## src/design/atx_pkg.sv

```systemverilog
// shared constants and carrier types of the accumulator transfer execution block
package atx_pkg;

    // instruction codes (10-bit words)
    localparam logic [9:0] OP_PU1  = 10'h22E;
    localparam logic [9:0] OP_PU2  = 10'h22F;
    localparam logic [9:0] OP_ADC1 = 10'h204;
    localparam logic [9:0] OP_RLD1 = 10'h23F;
    localparam logic [9:0] OP_IRQ1 = 10'h23B;
    localparam logic [9:0] OP_IRQ2 = 10'h23E;
    localparam logic [9:0] OP_TMR1 = 10'h20E;
    localparam logic [9:0] OP_TMR2 = 10'h20F;
    localparam logic [9:0] OP_TMR6 = 10'h213;
    localparam logic [9:0] OP_TYA  = 10'h00C;
    localparam logic [9:0] OP_WCHK = 10'h2A0;
    localparam logic [9:0] OP_WDIS = 10'h29C;
    // exchange family: upper six bits, immediate j in the low nibble
    localparam logic [5:0] OP_XAM_HI  = 6'h2D;
    localparam logic [5:0] OP_MEM_EXCHANGE_DEC_OP_HI = 6'h2F;
    localparam logic [5:0] OP_MEM_EXCHANGE_INC_OP_HI = 6'h2E;

    // y values that trigger a skip after a step
    localparam logic [3:0] Y_DEC_SKIP = 4'hF;
    localparam logic [3:0] Y_INC_SKIP = 4'h0;

    // register byte addresses
    localparam logic [7:0] ADR_CTRL = 8'h00;
    localparam logic [7:0] ADR_STAT = 8'h04;
    localparam logic [7:0] ADR_PU1  = 8'h08;
    localparam logic [7:0] ADR_PU2  = 8'h0C;
    localparam logic [7:0] ADR_ADC1 = 8'h10;
    localparam logic [7:0] ADR_RLD1 = 8'h14;
    localparam logic [7:0] ADR_IRQ1 = 8'h18;
    localparam logic [7:0] ADR_IRQ2 = 8'h1C;
    localparam logic [7:0] ADR_TMR1 = 8'h20;
    localparam logic [7:0] ADR_TMR2 = 8'h24;
    localparam logic [7:0] ADR_TMR6 = 8'h28;
    localparam logic [7:0] ADR_X    = 8'h2C;
    localparam logic [7:0] ADR_Y    = 8'h30;

    // field positions
    localparam int CTRL_REARM_BIT = 0;
    localparam int CTRL_EN_BIT    = 1;
    localparam int STAT_SKIP_BIT  = 0;
    localparam int STAT_WDF_BIT   = 1;
    localparam int STAT_STOP_BIT  = 2;

    // reset values
    localparam logic [3:0] RST_NIB     = 4'h0;
    localparam logic [7:0] RST_BYTE    = 8'h00;
    localparam logic       RST_EXEC_EN = 1'b1;

    typedef struct packed {
        logic        cyc;
        logic        stb;
        logic        we;
        logic [7:0]  adr;
        logic [3:0]  sel;
        logic [31:0] dat;
    } atx_wb_req_t;

    typedef struct packed {
        logic        ack;
        logic [31:0] dat;
    } atx_wb_rsp_t;

    typedef struct packed {
        logic       valid;
        logic [9:0] code;
    } atx_instr_t;

    typedef struct packed {
        logic [3:0] pullup_one;
        logic [3:0] pullup_two;
        logic [3:0] adc_one;
        logic [7:0] reload_one;
        logic [3:0] irq_one;
        logic [3:0] irq_two;
        logic [3:0] timer_one;
        logic [3:0] timer_two;
        logic [3:0] timer_six;
    } atx_periph_t;

endpackage

```

## src/design/atx_ld_reg.sv

```systemverilog
// loadable control register of parameterised width
`timescale 1ns/100ps
`default_nettype none
module atx_ld_reg #(
    parameter int           W  = 4,
    parameter logic [W-1:0] RV = '0
) (
    input  wire logic         clk_i,
    input  wire logic         rst_i,
    input  wire logic         we_i,
    input  wire logic [W-1:0] d_i,
    output logic      [W-1:0] q_o
);
    always_ff @(posedge clk_i) begin
        if (rst_i) begin
            q_o <= RV;
        end else if (we_i) begin
            q_o <= d_i;
        end
    end
endmodule
`default_nettype wire

```

## src/design/atx_y_step.sv

```systemverilog
// y register stepper with wrap detection for the exchange-and-step ops
`timescale 1ns/100ps
`default_nettype none
module atx_y_step
    import atx_pkg::*;
(
    input  wire logic       dec_i,
    input  wire logic [3:0] y_i,
    output logic      [3:0] y_o,
    output logic            wrap_o
);
    // modulo-16 step; wrap flags the boundary value after the step
    assign y_o    = dec_i ? 4'(y_i - 4'h1) : 4'(y_i + 4'h1);
    assign wrap_o = dec_i ? (y_o == Y_DEC_SKIP) : (y_o == Y_INC_SKIP);
endmodule
`default_nettype wire

```

## src/design/atx_exec.sv

```systemverilog
// execution unit for accumulator transfers, watchdog check and ram exchanges
//
// Design decisions made here: the Wishbone interface to the registers and the register addresses.
`timescale 1ns/100ps
`default_nettype none
// What this block does
// - pullup load one copies accumulator
// - pullup load two copies accumulator
// - adc control load copies accumulator
// - reload load takes B high, A low
// - irq control one load copies accumulator
// - irq control two load copies accumulator
// - timer control one load copies accumulator
// - timer control two load copies accumulator
// - accumulator copied into Y, no skip
// - watchdog check skips and clears set flag
// - clear flag means no skip, unchanged
// - disable then check stops watchdog
// - exchange A with ram, X xor j
// - exchange, decrement Y, skip at 15
// - exchange, increment Y, skip at 0
module atx_exec
    import atx_pkg::*;
(
    input  wire logic        clk_i,
    input  wire logic        rst_i,
    input  wire atx_wb_req_t wb_req_i,
    output atx_wb_rsp_t      wb_rsp_o,
    input  wire atx_instr_t  instr_i,
    input  wire logic [3:0]  acc_i,
    input  wire logic [3:0]  regb_i,
    input  wire logic [3:0]  ram_rdata_i,
    input  wire logic        wdt_flag_set_i,
    output atx_periph_t      periph_o,
    output logic [3:0]       x_o,
    output logic [3:0]       y_o,
    output logic             acc_wr_o,
    output logic [3:0]       acc_wdata_o,
    output logic             ram_we_o,
    output logic [3:0]       ram_wdata_o,
    output logic             skip_o,
    output logic             watchdog_flag_one_o,
    output logic             wdt_stop_o
);
    logic        skip_reg;
    logic        skip_next;
    logic        watchdog_flag_one_reg;
    logic        watchdog_flag_one_next;
    logic        dis_prev_reg;
    logic        dis_prev_next;
    logic        wdt_stop_reg;
    logic        wdt_stop_next;
    logic        exec_en_reg;
    logic [3:0]  x_reg;
    logic [3:0]  x_next;
    logic [3:0]  y_reg;
    logic [3:0]  y_next;
    logic        acc_wr_reg;
    logic [3:0]  acc_wdata_reg;
    logic        ram_we_reg;
    logic [3:0]  ram_wdata_reg;
    logic        ack_reg;
    logic [31:0] rdat_reg;
    logic [3:0]  y_step;
    logic        y_wrap;

    // skip pending: the fetched word still takes its cycle but does nothing
    // suppress skipped word
    wire logic live = instr_i.valid & exec_en_reg & ~skip_reg;

    wire logic [9:0] op = instr_i.code;
    wire logic [3:0] imm_j = op[3:0];
    wire logic dec_pu1  = live & (op == OP_PU1);
    wire logic dec_pu2  = live & (op == OP_PU2);
    wire logic dec_adc1 = live & (op == OP_ADC1);
    wire logic dec_rld1 = live & (op == OP_RLD1);
    wire logic dec_irq1 = live & (op == OP_IRQ1);
    wire logic dec_irq2 = live & (op == OP_IRQ2);
    wire logic dec_tmr1 = live & (op == OP_TMR1);
    wire logic dec_tmr2 = live & (op == OP_TMR2);
    wire logic dec_tmr6 = live & (op == OP_TMR6);
    wire logic dec_tya  = live & (op == OP_TYA);
    wire logic dec_wchk = live & (op == OP_WCHK);
    wire logic dec_wdis = live & (op == OP_WDIS);
    wire logic dec_xam  = live & (op[9:4] == OP_XAM_HI);
    wire logic dec_mem_exchange_dec_op = live & (op[9:4] == OP_MEM_EXCHANGE_DEC_OP_HI);
    wire logic dec_mem_exchange_inc_op = live & (op[9:4] == OP_MEM_EXCHANGE_INC_OP_HI);
    wire logic dec_xany = dec_xam | dec_mem_exchange_dec_op | dec_mem_exchange_inc_op;

    // loads never touch carry: this unit has no carry path at all
    // load pullup one
    atx_ld_reg #(.W(4), .RV(RST_NIB)) u_pu1 (
        .clk_i (clk_i),
        .rst_i (rst_i),
        .we_i  (dec_pu1),
        .d_i   (acc_i),
        .q_o   (periph_o.pullup_one)
    );
    atx_ld_reg #(.W(4), .RV(RST_NIB)) u_pu2 (
        .clk_i (clk_i),
        .rst_i (rst_i),
        .we_i  (dec_pu2),
        .d_i   (acc_i),
        .q_o   (periph_o.pullup_two)
    );
    atx_ld_reg #(.W(4), .RV(RST_NIB)) u_adc1 (
        .clk_i (clk_i),
        .rst_i (rst_i),
        .we_i  (dec_adc1),
        .d_i   (acc_i),
        .q_o   (periph_o.adc_one)
    );
    atx_ld_reg #(.W(8), .RV(RST_BYTE)) u_rld1 (
        .clk_i (clk_i),
        .rst_i (rst_i),
        .we_i  (dec_rld1),
        .d_i   ({regb_i, acc_i}),
        .q_o   (periph_o.reload_one)
    );
    atx_ld_reg #(.W(4), .RV(RST_NIB)) u_irq1 (
        .clk_i (clk_i),
        .rst_i (rst_i),
        .we_i  (dec_irq1),
        .d_i   (acc_i),
        .q_o   (periph_o.irq_one)
    );
    atx_ld_reg #(.W(4), .RV(RST_NIB)) u_irq2 (
        .clk_i (clk_i),
        .rst_i (rst_i),
        .we_i  (dec_irq2),
        .d_i   (acc_i),
        .q_o   (periph_o.irq_two)
    );
    atx_ld_reg #(.W(4), .RV(RST_NIB)) u_tmr1 (
        .clk_i (clk_i),
        .rst_i (rst_i),
        .we_i  (dec_tmr1),
        .d_i   (acc_i),
        .q_o   (periph_o.timer_one)
    );
    atx_ld_reg #(.W(4), .RV(RST_NIB)) u_tmr2 (
        .clk_i (clk_i),
        .rst_i (rst_i),
        .we_i  (dec_tmr2),
        .d_i   (acc_i),
        .q_o   (periph_o.timer_two)
    );
    atx_ld_reg #(.W(4), .RV(RST_NIB)) u_tmr6 (
        .clk_i (clk_i),
        .rst_i (rst_i),
        .we_i  (dec_tmr6),
        .d_i   (acc_i),
        .q_o   (periph_o.timer_six)
    );

    atx_y_step u_ystep (
        .dec_i  (dec_mem_exchange_dec_op),
        .y_i    (y_reg),
        .y_o    (y_step),
        .wrap_o (y_wrap)
    );

    assign x_next = dec_xany ? (x_reg ^ imm_j) : x_reg;
    assign y_next = dec_tya ? acc_i : ((dec_mem_exchange_dec_op | dec_mem_exchange_inc_op) ? y_step : y_reg);

    // a valid word while skip is pending consumes the skip
    // step skip
    assign skip_next = instr_i.valid
                     ? (((dec_mem_exchange_dec_op | dec_mem_exchange_inc_op) & y_wrap) | (dec_wchk & watchdog_flag_one_reg))
                     : skip_reg;

    // set from the watchdog wins over the clear by the check op
    // clear after skip
    assign watchdog_flag_one_next = wdt_flag_set_i | (watchdog_flag_one_reg & ~dec_wchk);

    // only the very next instruction word may complete the stop sequence
    assign dis_prev_next = instr_i.valid ? dec_wdis : dis_prev_reg;

    // bus decode
    wire logic bus_req = wb_req_i.cyc & wb_req_i.stb & ~ack_reg;
    // writes land on the ack edge, where the master completes the cycle
    wire logic bus_fin = wb_req_i.cyc & wb_req_i.stb & ack_reg;
    wire logic ctrl_wr = bus_fin & wb_req_i.we & wb_req_i.sel[0] &
                         (wb_req_i.adr == ADR_CTRL);
    wire logic rearm   = ctrl_wr & wb_req_i.dat[CTRL_REARM_BIT];

    assign wdt_stop_next = (dec_wchk & dis_prev_reg) | (wdt_stop_reg & ~rearm);

    wire logic [31:0] ctrl_rd = {30'h0000_0000, exec_en_reg, 1'b0};
    wire logic [31:0] stat_rd = {29'h0000_0000, wdt_stop_reg, watchdog_flag_one_reg, skip_reg};
    wire logic [7:0]  adr = wb_req_i.adr;
    // unmapped and reserved locations read as zero
    wire logic [31:0] rd_mux =
        (adr == ADR_CTRL) ? ctrl_rd :
        (adr == ADR_STAT) ? stat_rd :
        (adr == ADR_PU1)  ? {28'h0000000, periph_o.pullup_one} :
        (adr == ADR_PU2)  ? {28'h0000000, periph_o.pullup_two} :
        (adr == ADR_ADC1) ? {28'h0000000, periph_o.adc_one} :
        (adr == ADR_RLD1) ? {24'h000000, periph_o.reload_one} :
        (adr == ADR_IRQ1) ? {28'h0000000, periph_o.irq_one} :
        (adr == ADR_IRQ2) ? {28'h0000000, periph_o.irq_two} :
        (adr == ADR_TMR1) ? {28'h0000000, periph_o.timer_one} :
        (adr == ADR_TMR2) ? {28'h0000000, periph_o.timer_two} :
        (adr == ADR_TMR6) ? {28'h0000000, periph_o.timer_six} :
        (adr == ADR_X)    ? {28'h0000000, x_reg} :
        (adr == ADR_Y)    ? {28'h0000000, y_reg} :
                            32'h0000_0000;

    always_ff @(posedge clk_i) begin
        if (rst_i) begin
            skip_reg     <= 1'b0;
            watchdog_flag_one_reg     <= 1'b0;
            dis_prev_reg <= 1'b0;
            wdt_stop_reg <= 1'b0;
            x_reg        <= RST_NIB;
            y_reg        <= RST_NIB;
        end else begin
            skip_reg     <= skip_next;
            watchdog_flag_one_reg     <= watchdog_flag_one_next;
            dis_prev_reg <= dis_prev_next;
            wdt_stop_reg <= wdt_stop_next;
            x_reg        <= x_next;
            y_reg        <= y_next;
        end
    end

    // write-back strobes are registered, one cycle after the word
    // exchange write-back
    always_ff @(posedge clk_i) begin
        if (rst_i) begin
            acc_wr_reg    <= 1'b0;
            acc_wdata_reg <= RST_NIB;
            ram_we_reg    <= 1'b0;
            ram_wdata_reg <= RST_NIB;
        end else begin
            acc_wr_reg    <= dec_xany;
            acc_wdata_reg <= dec_xany ? ram_rdata_i : acc_wdata_reg;
            ram_we_reg    <= dec_xany;
            ram_wdata_reg <= dec_xany ? acc_i : ram_wdata_reg;
        end
    end

    // bus slave: ack one cycle after the request, dropped the cycle after
    always_ff @(posedge clk_i) begin
        if (rst_i) begin
            ack_reg     <= 1'b0;
            rdat_reg    <= 32'h0000_0000;
            exec_en_reg <= RST_EXEC_EN;
        end else begin
            ack_reg     <= bus_req;
            rdat_reg    <= (bus_req & ~wb_req_i.we) ? rd_mux : rdat_reg;
            exec_en_reg <= ctrl_wr ? wb_req_i.dat[CTRL_EN_BIT] : exec_en_reg;
        end
    end

    assign wb_rsp_o.ack        = ack_reg;
    assign wb_rsp_o.dat        = rdat_reg;
    assign x_o                 = x_reg;
    assign y_o                 = y_reg;
    assign acc_wr_o            = acc_wr_reg;
    assign acc_wdata_o         = acc_wdata_reg;
    assign ram_we_o            = ram_we_reg;
    assign ram_wdata_o         = ram_wdata_reg;
    assign skip_o              = skip_reg;
    assign watchdog_flag_one_o = watchdog_flag_one_reg;
    assign wdt_stop_o          = wdt_stop_reg;
endmodule
`default_nettype wire

```

## config.mk

```make
export PLATFORM = sky130hd
export DESIGN_NAME = atx_exec
export DESIGN_NICKNAME = d
export VERILOG_FILES = /design/src/design/atx_pkg.sv /design/src/design/atx_ld_reg.sv /design/src/design/atx_y_step.sv /design/src/design/atx_exec.sv
export SDC_FILE = /design/constraint.sdc
export NUM_CORES = 1
export LEC_CHECK = 0
export BUFFER_PORTS_ARGS = -buffer_cell sky130_fd_sc_hd__clkbuf_2
export CAP_MARGIN = 5
export CORE_MARGIN = 1
export CORE_UTILIZATION = 46
export DETAILED_ROUTE_END_ITERATION = 12
export PLACE_DENSITY = 0.78
export SLEW_MARGIN = 5
export SYNTH_ARGS = -nofsm -noshare
export SYNTH_HDL_FRONTEND = slang
export SYNTH_HIERARCHICAL = 1
export SYNTH_SLANG_ARGS = --single-unit
```

## constraint.sdc

```tcl
create_clock -name clk_i -period 3.41 [get_ports clk_i]
set_clock_uncertainty 0.1 [all_clocks]
set_input_delay 0.341 -clock clk_i [delete_from_list [all_inputs] [get_ports clk_i]]
set_output_delay 0.341 -clock clk_i [all_outputs]
set_load 0.03 [all_outputs]
```

======== Word level (Yosys, flattened, before mapping) ========
Index checks and enable logic that the tools add are counted.
storage, ports and cells
  register bits after elaboration ......... 95
  output and inout port bits .............. 94
  word-level logic and storage cells ...... 113
cells by class
  add/subtract/negate cells ............... 2
  eq/ne operators ......................... 28
  mux-type cells .......................... 17
  bitwise gates (word level) .............. 42
  reduce and logical (&&, ||, !) cells .... 3
operators with widths
  cell                  count
  $eq 10x10->1 const B  11
  $mux 8                6
  $eq 8x6->1 const B    5
  $mux 4                10
  $eq 8x5->1 const B    4
  $and 1x1->1           30
  $eq 6x6->1 const B    3
  $eq 8x4->1 const B    2
  $eq 10x4->1 const B   1
  $eq 8x3->1 const B    1
  $logic_not 8->1       1
  $or 1x1->1            6
  $not 1->1             5
  $add 4x1->4 const B   1
  $eq 4x4->1 const B    1
  $logic_not 4->1       1
  $sub 4x1->4 const B   1
  $xor 4x4->4           1
  $reduce_bool 2->1     1
  $mux 1                1

======== Logic depth before layout (Yosys ltp) ========
Gate-level depths: netlist (run 1).
  depth in word-level cells ............... 14
  gate-level depth with buffers ........... 12
  gate-level depth less buffers ........... 11

======== Hierarchy ========
Netlist (run 1), hierarchy kept.
by module, submodules not included
  module                   instances  cells each  area each (um2)  sequential area each (um2)
  atx_exec                 1          293         2244.7           620.6
  atx_ld_reg (u_adc1 ...)  8          13          140.1            80.1
  atx_ld_reg (u_rld1)      1          26          285.3            160.2
  atx_y_step               1          20          176.4            0.0

======== Worst setup path before layout (run 1) ========
Ideal clock, no wire load.
  kind .................................... reg2reg
  from .................................... register skip_reg (netlist: skip_o)
  to ...................................... register skip_reg (netlist: skip_o)
  library setup time ...................... 66 ps
  data arrival time ....................... 2741 ps
  data required time ...................... 3244 ps
  path slack .............................. 504 ps
  stages on the path, launching flop included .. 13
  cell sequence ........................... dfxtp_1 nand4bb_1 nor2_1 and4_1 buf_2 and2_1 inv_1 fa_1 xnor2_1 or3b_1 a2bb2oi_2 a221oi_1 nor2_1
on the way
  cells in the longest elaborated chain, start to end .. 8
  elaborated cells on any way between the ends .. 13
  classes of those cells .................. 1 x eq/ne; 2 x mux; 9 x bitwise; 1 x reduce/logical
RTL lines
  element                                               RTL line          source
  start: declaration                                    atx_exec.sv:45    logic skip_reg;
  start signal: assignment                              atx_exec.sv:218   skip_reg <= skip_next;
  $not 1->1 (*)                                         atx_exec.sv:69    wire logic live = instr_i.valid & exec_en_reg & ~skip_reg;
  $and 1x1->1 (*)                                       atx_exec.sv:69
  $and 1x1->1 (*)                                       atx_exec.sv:86    wire logic dec_mem_exchange_dec_op = live & (op[9:4] == OP_MEM_EXCHANGE_DEC_OP_HI);
  named net dec_mem_exchange_dec_op                     atx_exec.sv:86
  $mux 4 (*)                                            atx_y_step.sv:13  assign y_o = dec_i ? 4'(y_i - 4'h1) : 4'(y_i + 4'h1);
  named net y_step[2]                                   atx_exec.sv:64    logic [3:0] y_step;
  $eq 4x4->1 / $logic_not 4->1 (equally long branches)  atx_y_step.sv:14  assign wrap_o = dec_i ? (y_o == Y_DEC_SKIP) : (y_o == Y_INC_SKIP);
  $mux 1 (*)                                            atx_y_step.sv:14
  named net y_wrap                                      atx_exec.sv:65    logic y_wrap;
  $and 1x1->1 (*)                                       atx_exec.sv:169   ? (((dec_mem_exchange_dec_op | dec_mem_exchange_inc_op) & y_wrap) | (dec_wchk & watchdog_flag_one_reg))
  $or 1x1->1 (*)                                        atx_exec.sv:169
Mark *: on every way through the listed nets, which the timed path passes. The rest lies on a longest branch.
A chain may end at the register's enable or synchronous reset.

======== Worst setup path after layout (run 1) ========
Ends and elaborated chain as after synthesis.

==> results of run 1 <==
==> routing by layer <==
metal,vias up,part of all wire (%),global-route usage [%]
met2,216,46,39.8
li1,1715,-,-
met5,-,0,0
met4,0,2.4,10.4
met3,24,9.6,7.32
met1,1732,42,34.0
==> cell usage in the layout, fill, tap and decap left out, types with 8 or more instances in the layout <==
cell / Yosys / routed
mux2i_1: 46 / 46
clkbuf_2: 8 / 109
nor2_1: 75 / 75
a22oi_1: 8 / 8
conb_1: 1 / 24
nand3_1: 17 / 17
dfxtp_1: 71 / 71
clkbuf_8: 0 / 10
inv_1: 11 / 11
nand2_1: 30 / 30
a21oi_1: 19 / 19
==> stage by stage <==
stage               worst slack, ps  area [sq um]  std cells  utilization (%)
floorplan                       504          3910        466                -
global placement                411          4340        635             55.0
detailed placement              298          4340        635             55.0
CTS                             393          4580        650             58.1
global route                    111          4580        650             58.1
finish                          355          4580        650             58.1
==> where the power goes <==
part           leakage, nW  total [W]  switching, W  internal (W)
clock                0.119   0.000835      0.000332      0.000503
sequential           0.572   0.000835    0.00000325      0.000832
combinational         1.16   0.000177      0.000133     0.0000440
total                 1.85    0.00185      0.000468       0.00138
==> kinds of logic (layout without fill, tap and decap cells) <==
| kind of cell | after synthesis | count (layout) | share of synthesized area, % |
|---|---|---|---|
| adder cells (fa/ha/maj) | 5 | 5 | 1.83 |
| AND/OR/NAND/NOR | 174 | 174 | 23.1 |
| AO/OA/AOI/OAI | 75 | 75 | 13.6 |
| flip-flops | 71 | 71 | 37.1 |
| buffers and inverters | 62 | 144 | 9.28 |
| XOR/XNOR | 6 | 6 | 1.73 |
| multiplexers | 49 | 49 | 13.2 |
| other | 1 | 24 | 0.0980 |
==> critical path, cell delays in order (launching register included) <==
cell and delay, ps:
dfxtp_1 350, nand4bb_1 310, nor2_1 320, and4_1 240, and2_1 240, inv_1 110, fa_1 440, xnor2_1 170
or3b_1 370, a2bb2oi_2 140, a221oi_1 90, nor2_1 110
==> layout make-up <==
class | instances | share of cell area, %
multi-input combinational | 333 | 46.8
clock inverter | 5 | 2.32
timing repair buffer | 116 | 13.0
clock buffer | 10 | 3.00
tap | 102 | 2.78
inverter | 13 | 1.06
sequential | 71 | 31.0
==> worst max path at each step <==
| stage | endpoint | slack [ps] | depth (start not counted) | start |
|---|---|---|---|---|
| 3_3_place_gp | skip_o$_SDFFE_PP0P_ | 410 | 12 | instr_i[8] |
| 6_report | skip_o$_SDFFE_PP0P_ | 360 | 11 | skip_o$_SDFFE_PP0P_ |
| 3_5_place_dp | skip_o$_SDFFE_PP0P_ | 300 | 12 | instr_i[8] |
| 2_1_floorplan | skip_o$_SDFFE_PP0P_ | 500 | 12 | skip_o$_SDFFE_PP0P_ |
| 5_1_grt | skip_o$_SDFFE_PP0P_ | 110 | 11 | skip_o$_SDFFE_PP0P_ |
| 4_1_cts | skip_o$_SDFFE_PP0P_ | 390 | 11 | skip_o$_SDFFE_PP0P_ |
==> summary.md, run 1 <==
| Metric | Value |
|---|---|
| Library cells used by synthesis | 69 |
| R2R depth | 11 |
| WHS Path Cells | 2 |
| IO buf count | 109 |
| Initial core utilization | 48.5% |
| R2R Setup Slk | 360 ps |
| Global route overflow | 0 |
| Total area of sequential cells | 1420 sq um |
| Num Clock Sinks | 71 |
| RSZ-0062 raised after global routing | false |
| Min-Delay Path Class | in2reg |
| Initial antenna violation count | 0 |
| P&R area growth vs syn | 19.7% |
| Lkg Pwr | 1.85 nW |
| Top-count cell post-synth | nor2_1 |
| F_max | 327 MHz |
| Final WL | 11000 um |
| Top cell type's share of synthesized area | 37.1% |
| Slew HR | 36.5% |
| Max-Cap Viols | 0 |
| Sequential share of the synthesized area | 37.1% |
| Setup bufs post-CTS | 0 |
| IO Pins | 167 |
| Reg2reg end | skip_o$_SDFFE_PP0P_ |
| Cts bufs inserted | 9 |
| CTS tree | built |
| ANT cells | 0 |
| Root Driver | clkbuf_8 |
| Multi-input logic area | 2140 sq um |
| Worst-margin pin slew | 945 ps |
| DRC | 0 |
| Final Slew Violations | 0 |
| Synth Flop Type | dfxtp_1 |
| Post-synth ARST share | 0% |
| GRT Util Overall | 25.8% |
| Nets | 622 |
| Setup violators final | 0 |
| DR iter-0 viols | 325 |
| Clk buf depth | 2 |
| Die H | 93.2 um |
| Worst hold path endpoint | watchdog_flag_one_o$_SDFF_PP0_ |
| Post-synthesis cell count | 443 |
| Period utilisation layout | 89.6% |
| Setup_tns | 0 ps |
| Core Footprint | 7890 sq um |
| Die area | 8690 sq um |
| HP Start | wdt_flag_set_i |
| Worst path required time | 3600 ps |
| Post-route minimum period | 3050 ps |
| Worst-Skew Late Latency | 360 ps |
| Die Width | 93.2 um |
| Layout cells sized above 1 | 26.6% |
| Max IR drop VDD | 0.258 mV |
| First-pass GRT wire length | 17200 um |
| Worst hold margin | 86.0 ps |
| Synthesized flop and latch total | 71 |
| Ys Warns | 6 |
| Row cnt | 32 |
| Post-synth EDFFs | 0 |
| Vias/cell | 5.67 |
| Power per cell area | 403 nW/um^2 |
| Cell area after synthesis | 3830 sq um |
| Clock-pin slew on the worst setup and hold paths | 80 ps |
| Hpwl dp | 8040 um |
| Synth cell count leaders | nor2_1 (75), dfxtp_1 (71), mux2i_1 (46) |
| Fill cell count | 704 |
| Crit path DAT | 3250 ps |
| Vias | 3687 |
| Vias in the first global route | 3359 |
| Post-CTS Hold Buffers | 0 |
| Final Power | 0.00185 W |
| Top cell type by total area after synthesis | dfxtp_1 |
| Routed wire per std cell | 16.9 um |
| Crit Path Max Fanout | 6 |
| Fin. Hold Viols | 0 |
| ANT nets after route | 0 |
| # resized after CTS | 0 |
| Avg Synthesized Cell Area | 8.64 sq um |
| Startpoint Class | register |
| Pin count of the biggest net entering global routing | 37 |
| Reg-to-Reg Start | skip_o$_SDFFE_PP0P_ |
| 1st-pass router iterations | 5 |
| H-Tree Depth | 3 |
| Worst setup EP type | register |
| WS Path Type | reg2reg |
| Top area cells in the synthesized netlist | dfxtp_1 (37%), mux2i_1 (12%), nor2_1 (7.4%) |
| Routability cong. | 0.906 |
| Status | finished clean |
No activity file was read; power rests on OpenSTA's default activity.
==> run 2, diff against run 1 <==
--- a/config.mk
+++ b/config.mk
@@ -5,7 +5,7 @@
 export SDC_FILE = /design/constraint.sdc
 export NUM_CORES = 1
 export LEC_CHECK = 0
-export BUFFER_PORTS_ARGS = -buffer_cell sky130_fd_sc_hd__clkbuf_2
+export BUFFER_PORTS_ARGS = -buffer_cell sky130_fd_sc_hd__buf_4
 export CAP_MARGIN = 5
 export CORE_MARGIN = 1
 export CORE_UTILIZATION = 46
==> run 2 against run 1 <==
Against the previous run:
- first-iteration DRC count shrank 12%
- non-clock buffer count is the same
- maximum frequency fell by 0.16%
- combinational power rose by 8%
- routed wire length is 1.8% higher
- sequential share of layout area decreased by 1.7 points
- hold slack improved by 18 ps
- power decreased by 2.2%
- critical path depth unchanged
- die area unchanged
- worst setup slack got worse by 4.9 ps
- largest cell class unchanged
- largest power group unchanged
==> summary.md, run 2 (same netlist as run 1, synthesis figures left out) <==
| Metric | Value |
|---|---|
| Vias/cell | 5.56 (-2.0%) |
| Most frequent cells in the layout | buf_4 (116), nor2_1 (75), dfxtp_1 (71) |
| Row cnt | 32 (unchanged) |
| Clock power frac | 43.2% (-2.0 points) |
| Max IR drop VDD | 0.231 mV (-10%) |
| Fin. Hold Viols | 0 (unchanged) |
| Cts bufs inserted | 9 (unchanged) |
| Hpwl dp | 8180 um (+1.8%) |
| WHS Path Cells | 2 (unchanged) |
| Global route overflow | 0 (unchanged) |
| Slew HR | 52.4% (+16 points) |
| Die Width | 93.2 um (unchanged) |
| IO Pins | 167 (unchanged) |
| Routed wire per std cell | 17.2 um (+1.8%) |
| Root Driver | clkbuf_8 |
| # resized after CTS | 0 (unchanged) |
| F_max | 327 MHz (-0.16%) |
| Num Clock Sinks | 71 (unchanged) |
| Vias | 3615 (-2.0%) |
| ANT nets after route | 0 (unchanged) |
| Final design utilization | 61.4% (+3.3 points) |
| Internal | 0.00134 W (-2.6%) |
| IO buf count | 109 (unchanged) |
| Setup bufs post-CTS | 0 (unchanged) |
| Most Crowded Layer GR | met2 |
| Die area | 8690 sq um (unchanged) |
| RSZ-0062 raised after global routing | false |
| Worst path required time | 3590 ps (about the same) |
| H-Tree Depth | 3 (unchanged) |
| Vias in the first global route | 3409 (+1.5%) |
| HP Start | wdt_flag_set_i |
| Die H | 93.2 um (unchanged) |
| M3 GR Usage | 6.75% (-0.57 points) |
| Clock-pin slew on the worst setup and hold paths | 70 ps (about the same) |
| R2R Setup Slk | 350 ps (about the same) |
| Max-Cap Viols | 0 (unchanged) |
| GRT Util Overall | 25.7% (-0.18 points) |
| Initial core utilization | 48.5% (unchanged) |
| Period utilisation layout | 89.7% (+0.14 points) |
| Lkg Pwr | 1.93 nW (+4.3%) |
| R2R depth | 11 (unchanged) |
| Setup violators final | 0 (unchanged) |
| ANT cells | 0 (unchanged) |
| Sw Ratio | 25.7% (+0.36 points) |
| Setup_tns | 0 ps (unchanged) |
| Core Footprint | 7890 sq um (unchanged) |
| Worst-Skew Late Latency | 350 ps (about the same) |
| Layout cells sized above 1 | 26.6% (unchanged) |
| Crit Path Max Fanout | 6 (unchanged) |
| Worst hold margin | 104 ps (+17.7 ps) |
| Pin count of the biggest net entering global routing | 71 (+92%) |
| Reg2reg end | skip_o$_SDFFE_PP0P_ |
| Status | finished clean |
| Worst setup EP type | register |
| Final Slew Violations | 0 (unchanged) |
| Crit path DAT | 3240 ps (about the same) |
| Worst hold path endpoint | watchdog_flag_one_o$_SDFF_PP0_ |
| Startpoint Class | register |
| Nets | 622 (unchanged) |
| Net load switching power | 0.000464 W (-0.81%) |
| Worst-margin pin slew | 714 ps (-231 ps) |
| Commonest non-fill, non-tap cell in the layout | buf_4 |
| GRT met1 Usage | 33.5% (-0.49 points) |
| Post-CTS Hold Buffers | 0 (unchanged) |
| CTS tree | built |
| Comb power frac | 10.6% (+1.0 points) |
| Routability cong. | 0.918 (+1.2%) |
| DRC | 0 (unchanged) |
| Min-Delay Path Class | in2reg |
| CP Launch Point | skip_o$_SDFFE_PP0P_ |
| Fill cell count | 732 (+4.0%) |
| First-pass GRT wire length | 17200 um (unchanged) |
| Reg-to-Reg Start | skip_o$_SDFFE_PP0P_ |
| Sequential share of power | 46.2% (+1.0 points) |
| WS Path Type | reg2reg |
| GR Layer Usage met2 | 41.2% (+1.5 points) |
| 1st-pass router iterations | 5 (unchanged) |
| Final Power | 0.00181 W (-2.2%) |
| Clk buf depth | 2 (unchanged) |
| Initial antenna violation count | 0 (unchanged) |
| Power per cell area | 373 nW/um^2 (-7.4%) |
| Final WL | 11200 um (+1.8%) |
| DR iter-0 viols | 286 (-12%) |
| P&R area growth vs syn | 26.5% |
| Post-route minimum period | 3060 ps (+4.87 ps) |
==> run 2: layer usage <==
metal / wire (um) / share of wire, % / vias up
met4: 248 / 2.2 / 0
met3: 963 / 8.6 / 24
met2: 5160 / 46 / 182
li1: - / - / 1716
met1: 4820 / 43 / 1693
met5: 0 / 0 / -
==> run 2: critical path, cell delays in order, from the launching register on <==
cell and delay (ps):
dfxtp_1 340, nand4bb_1 320, nor2_1 300, and4_1 240
and2_1 250, inv_1 100, fa_1 440, xnor2_1 180
or3b_1 380, a2bb2oi_2 130, a221oi_1 90, nor2_1 120
==> run 2: final cells by class <==
type | count | area [sq um] | share of cell area (%)
clock inverter | 4 | 77.6 | 1.60
multi-input combinational | 333 | 2140 | 44.3
tap | 102 | 128 | 2.64
timing repair buffer | 116 | 871 | 18.0
clock buffer | 11 | 151 | 3.13
sequential | 71 | 1420 | 29.4
inverter | 13 | 48.8 | 1.01
==> run 2: how the worst max path moves through the flow <==
stage	to	slack (ps)	depth (start not counted)
2_1_floorplan	skip_o$_SDFFE_PP0P_	500	12
3_3_place_gp	skip_o$_SDFFE_PP0P_	400	12
3_5_place_dp	skip_o$_SDFFE_PP0P_	290	12
4_1_cts	skip_o$_SDFFE_PP0P_	390	11
5_1_grt	skip_o$_SDFFE_PP0P_	140	11
6_report	skip_o$_SDFFE_PP0P_	350	11
==> run 2: metrics by stage <==
stage | std cells | instance area (sq um) | setup slack [ps]
final | 650 | 4840 | 350
after global routing | 650 | 4840 | 136
after CTS | 650 | 4840 | 393
after detailed placement | 635 | 4610 | 292
after global placement | 635 | 4610 | 398
after floorplan | 466 | 3910 | 504
==> run 2: power groups by stage <==
stage	Combinational, W	Sequential, W	Clock [W]
after global routing	0.000204	0.000835	0.000827
after global placement	0.000186	0.000854	0
final	0.000192	0.000835	0.000780
after detailed placement	0.000188	0.000854	0
after CTS	0.000189	0.000835	0.000788
after floorplan	0.000118	0.000859	0
==> run 3, diff against run 2 <==
--- a/config.mk
+++ b/config.mk
@@ -5,12 +5,14 @@
 export SDC_FILE = /design/constraint.sdc
 export NUM_CORES = 1
 export LEC_CHECK = 0
+export ABC_AREA = 1
 export BUFFER_PORTS_ARGS = -buffer_cell sky130_fd_sc_hd__buf_4
 export CAP_MARGIN = 5
 export CORE_MARGIN = 1
 export CORE_UTILIZATION = 46
 export DETAILED_ROUTE_END_ITERATION = 12
-export PLACE_DENSITY = 0.78
+export MAX_ROUTING_LAYER = met4
+export PLACE_DENSITY = 0.77
 export SLEW_MARGIN = 5
 export SYNTH_ARGS = -nofsm -noshare
 export SYNTH_HDL_FRONTEND = slang
==> run 3 against run 2 <==
Against the previous run:
- cell count increased by 33%
- routed wire length decreased by 1.1%
- hold slack got worse by 2.3 ps
- clock power about the same
- sequential share of layout area decreased by 1.2 points
- global-route usage decreased by 0.090 points
- largest power group unchanged
- critical path depth increased by 6
==> summary.md, run 3 <==
| Metric | Value |
|---|---|
| Post-synth EDFFs | 0 (unchanged) |
| Crit-path max cell delay | 500 ps (+60 ps) |
| ANT nets after route | 0 (unchanged) |
| Fin cells | 865 (+33%) |
| Root Driver | clkbuf_8 |
| Library cells used by synthesis | 33 (-52%) |
| R2R Setup Slk | 480 ps (+130 ps) |
| Worst hold path endpoint | watchdog_flag_one_o$_SDFF_PP0_ |
| Min-Delay Path Class | in2reg |
| IO Pins | 167 (unchanged) |
| IO buf count | 109 (unchanged) |
| Slew HR | 33.6% (-19 points) |
| Avg Synthesized Cell Area | 6.33 sq um (-27%) |
| Layout cells sized above 1 | 21.7% (-5.0 points) |
| Most frequent cells in the layout | nand2_1 (171), nor2_1 (128), buf_4 (112) |
| P&R area growth vs syn | 23.3% |
| Fin. Hold Viols | 0 (unchanged) |
| H-Tree Depth | 3 (unchanged) |
| Finished Cell Area | 5050 sq um (+4.3%) |
| Num Clock Sinks | 71 (unchanged) |
| Placed Instances | 849 (+34%) |
| Die Width | 96.4 um (+3.4%) |
| Cell area after synthesis | 4100 sq um (+7.1%) |
| Top cell type by total area after synthesis | dfxtp_1 |
| Crit path DAT | 3070 ps (-170 ps) |
| CP bufs+invs | 5 (+4) |
| Largest delay contributor family on the critical path | simple AND/OR/NAND/NOR gates |
| Worst-Skew Late Latency | 350 ps (about the same) |
| Synthesized flop and latch total | 71 (unchanged) |
| ANT cells | 0 (unchanged) |
| Total area of sequential cells | 1420 sq um (unchanged) |
| Cts bufs inserted | 9 (unchanged) |
| DR iter-0 viols | 175 (-39%) |
| Vias/cell | 4.81 (-13%) |
| Fill cell count | 840 (+15%) |
| Final design utilization | 58.2% (-3.2 points) |
| Final Power | 0.00181 W (+0.13%) |
| Reg2reg end | skip_o$_SDFFE_PP0P_ |
| Worst path depth | 17 (+6) |
| Crit Path Max Fanout | 5 (-1) |
| First-pass GRT wire length | 17600 um (+2.5%) |
| Routability cong. | 0.896 (-2.4%) |
| Power per cell area | 358 nW/um^2 (-4.0%) |
| Period utilisation layout | 85.9% (-3.8 points) |
| Internal | 0.00131 W (-2.2%) |
| Pin count of the biggest net entering global routing | 31 (-56%) |
| F_max | 341 MHz (+4.4%) |
| Sequential share of the synthesized area | 34.7% (-2.4 points) |
| Global route overflow | 0 (unchanged) |
| Post-synth ARST share | 0% (unchanged) |
| Multi-input logic area | 2050 sq um (-4.4%) |
| Routed wire per std cell | 12.8 um (-26%) |
| Status | finished clean |
| Vias in the first global route | 3755 (+10%) |
| Ys Warns | 6 (unchanged) |
| Row cnt | 34 (+6.3%) |
| WHS Path Cells | 3 (+1) |
| DP Area | 4820 sq um (+4.6%) |
| Setup_tns | 0 ps (unchanged) |
| Initial antenna violation count | 0 (unchanged) |
| Max-Cap Viols | 0 (unchanged) |
| HP Start | wdt_flag_set_i |
| Post-route minimum period | 2930 ps (-130 ps) |
| Sequential share of power | 46.3% (about the same) |
| Reg-to-Reg Start | skip_o$_SDFFE_PP0P_ |
| Post-CTS Hold Buffers | 0 (unchanged) |
| Synth cell count leaders | nand2_1 (171), nor2_1 (128), inv_1 (90) |
| Net load switching power | 0.000495 W (+6.8%) |
| Hpwl dp | 8240 um (+0.70%) |
| Worst setup EP type | register |
| # resized after CTS | 0 (unchanged) |
| Post-synthesis cell count | 647 (+46%) |
| Top area cells in the synthesized netlist | dfxtp_1 (35%), nand2_1 (16%), nor2_1 (12%) |
| Worst path required time | 3550 ps (-40 ps) |
| Setup violators final | 0 (unchanged) |
| Clk buf depth | 2 (unchanged) |
| Final Slew Violations | 0 (unchanged) |
| Vias | 4163 (+15%) |
| Top cell type's share of synthesized area | 34.7% (-2.4 points) |
| GRT Util Overall | 25.6% (-0.090 points) |
| Comb power frac | 10.6% (about the same) |
| Sw Ratio | 27.4% (+1.7 points) |
| 1st-pass router iterations | 5 (unchanged) |
| Max IR drop VDD | 0.196 mV (-15%) |
| Clock power frac | 43.0% (-0.2 points) |
| Die H | 96.4 um (+3.4%) |
| CTS tree | built |
| Commonest non-fill, non-tap cell in the layout | nand2_1 |
| CP max-delay cell | fa_1 |
| DRC | 0 (unchanged) |
| WS Path Type | reg2reg |
| Initial core utilization | 47.2% (-1.3 points) |
| Die area | 9290 sq um (+6.9%) |
| Synth Flop Type | dfxtp_1 |
| Top-count cell post-synth | nand2_1 |
| RSZ-0062 raised after global routing | false |
| R2R depth | 17 (+6) |
| Core Footprint | 8680 sq um (+10%) |
| Setup bufs post-CTS | 0 (unchanged) |
| Worst-margin pin slew | 989 ps (+275 ps) |
| Final WL | 11100 um (-1.1%) |
| Lkg Pwr | 2.54 nW (+31%) |
| Cell-by-cell trace of the critical path | inv_1, nand3_4, nor2_4, inv_2, nor3_4, inv_2, nor3_1, inv_1, fa_1, xnor2_1, nor2_1, nand3_1, nand2_1, nand3_1, nand3_1, o211ai_1, inv_1 |
| Nets | 830 (+33%) |
| Startpoint Class | register |
| Clock-pin slew on the worst setup and hold paths | 70 ps (about the same) |
## run 3: cell types whose count changed after synthesis, sizes merged, moves of 7 or more
cell | previous run | this run
inv | 12 | 101
mux2i | 46 | 0
a22oi | 8 | 0
nand2 | 31 | 172
nor3 | 7 | 14
clkbuf | 14 | 3
nor2 | 75 | 138
nand3 | 17 | 34
a21oi | 19 | 30
nand4 | 1 | 8
## run 3: area by class of cell
type / instances / share of cell area, %
clock buffer: 9 / 2.45
clock inverter: 7 / 2.03
inverter: 101 / 7.51
multi-input combinational: 457 / 40.5
sequential: 71 / 28.1
tap: 108 / 2.68
timing repair buffer: 112 / 16.6
## run 3: worst max-delay path by stage
stage	startpoint	end	slack [ps]
after floorplan	skip_o$_SDFFE_PP0P_	skip_o$_SDFFE_PP0P_	500
after global placement	instr_i[8]	skip_o$_SDFFE_PP0P_	470
after detailed placement	instr_i[8]	skip_o$_SDFFE_PP0P_	410
after CTS	skip_o$_SDFFE_PP0P_	skip_o$_SDFFE_PP0P_	500
after global routing	skip_o$_SDFFE_PP0P_	skip_o$_SDFFE_PP0P_	140
final	skip_o$_SDFFE_PP0P_	skip_o$_SDFFE_PP0P_	480
## run 3: stage by stage
step	hold slack, ps	worst slack [ps]
3_3_place_gp	355	470
5_1_grt	120	139
4_1_cts	93.9	503
2_1_floorplan	343	498
6_report	101	480
3_5_place_dp	362	406
## run 3: logic make-up (layout without fill, tap and decap cells)
family	count (synthesis)	in the layout	share of synthesized area [%]
AO/OA/AOI/OAI	50	50	6.93
XOR/XNOR	1	1	0.214
AND/OR/NAND/NOR	377	377	38.9
buffers and inverters	142	229	17.4
flip-flops	71	71	34.7
adder cells (fa/ha/maj)	5	5	1.71
other	1	24	0.0915
## run 3: worst register-to-register path, stage by stage (launching register included)
cell and delay, ps:
dfxtp_1 330, inv_1 110, nand3_4 120, nor2_4 170, inv_2 70, nor3_4 150
inv_2 80, nor3_1 250, inv_1 170, fa_1 500, xnor2_1 220, nor2_1 70
nand3_1 80, nand2_1 80, nand3_1 120, nand3_1 90, o211ai_1 80, inv_1 50
## run 3: power groups by stage
stage | clock [W] | combinational, W | sequential, W
5_1_grt | 0.000822 | 0.000213 | 0.000839
2_1_floorplan | 0 | 0.000128 | 0.000865
4_1_cts | 0.000787 | 0.000192 | 0.000838
3_3_place_gp | 0 | 0.000188 | 0.000857
6_report | 0.000779 | 0.000192 | 0.000838
3_5_place_dp | 0 | 0.000191 | 0.000857
## run 3: per-layer routing
metal / part of all wire [%] / track usage, % / wire length, um
met1: 44 / 32.1 / 4890
met2: 46 / 41.0 / 5140
met3: 7.2 / 4.23 / 801
met4: 2.1 / 10.3 / 235
met5: 0 / - / 0
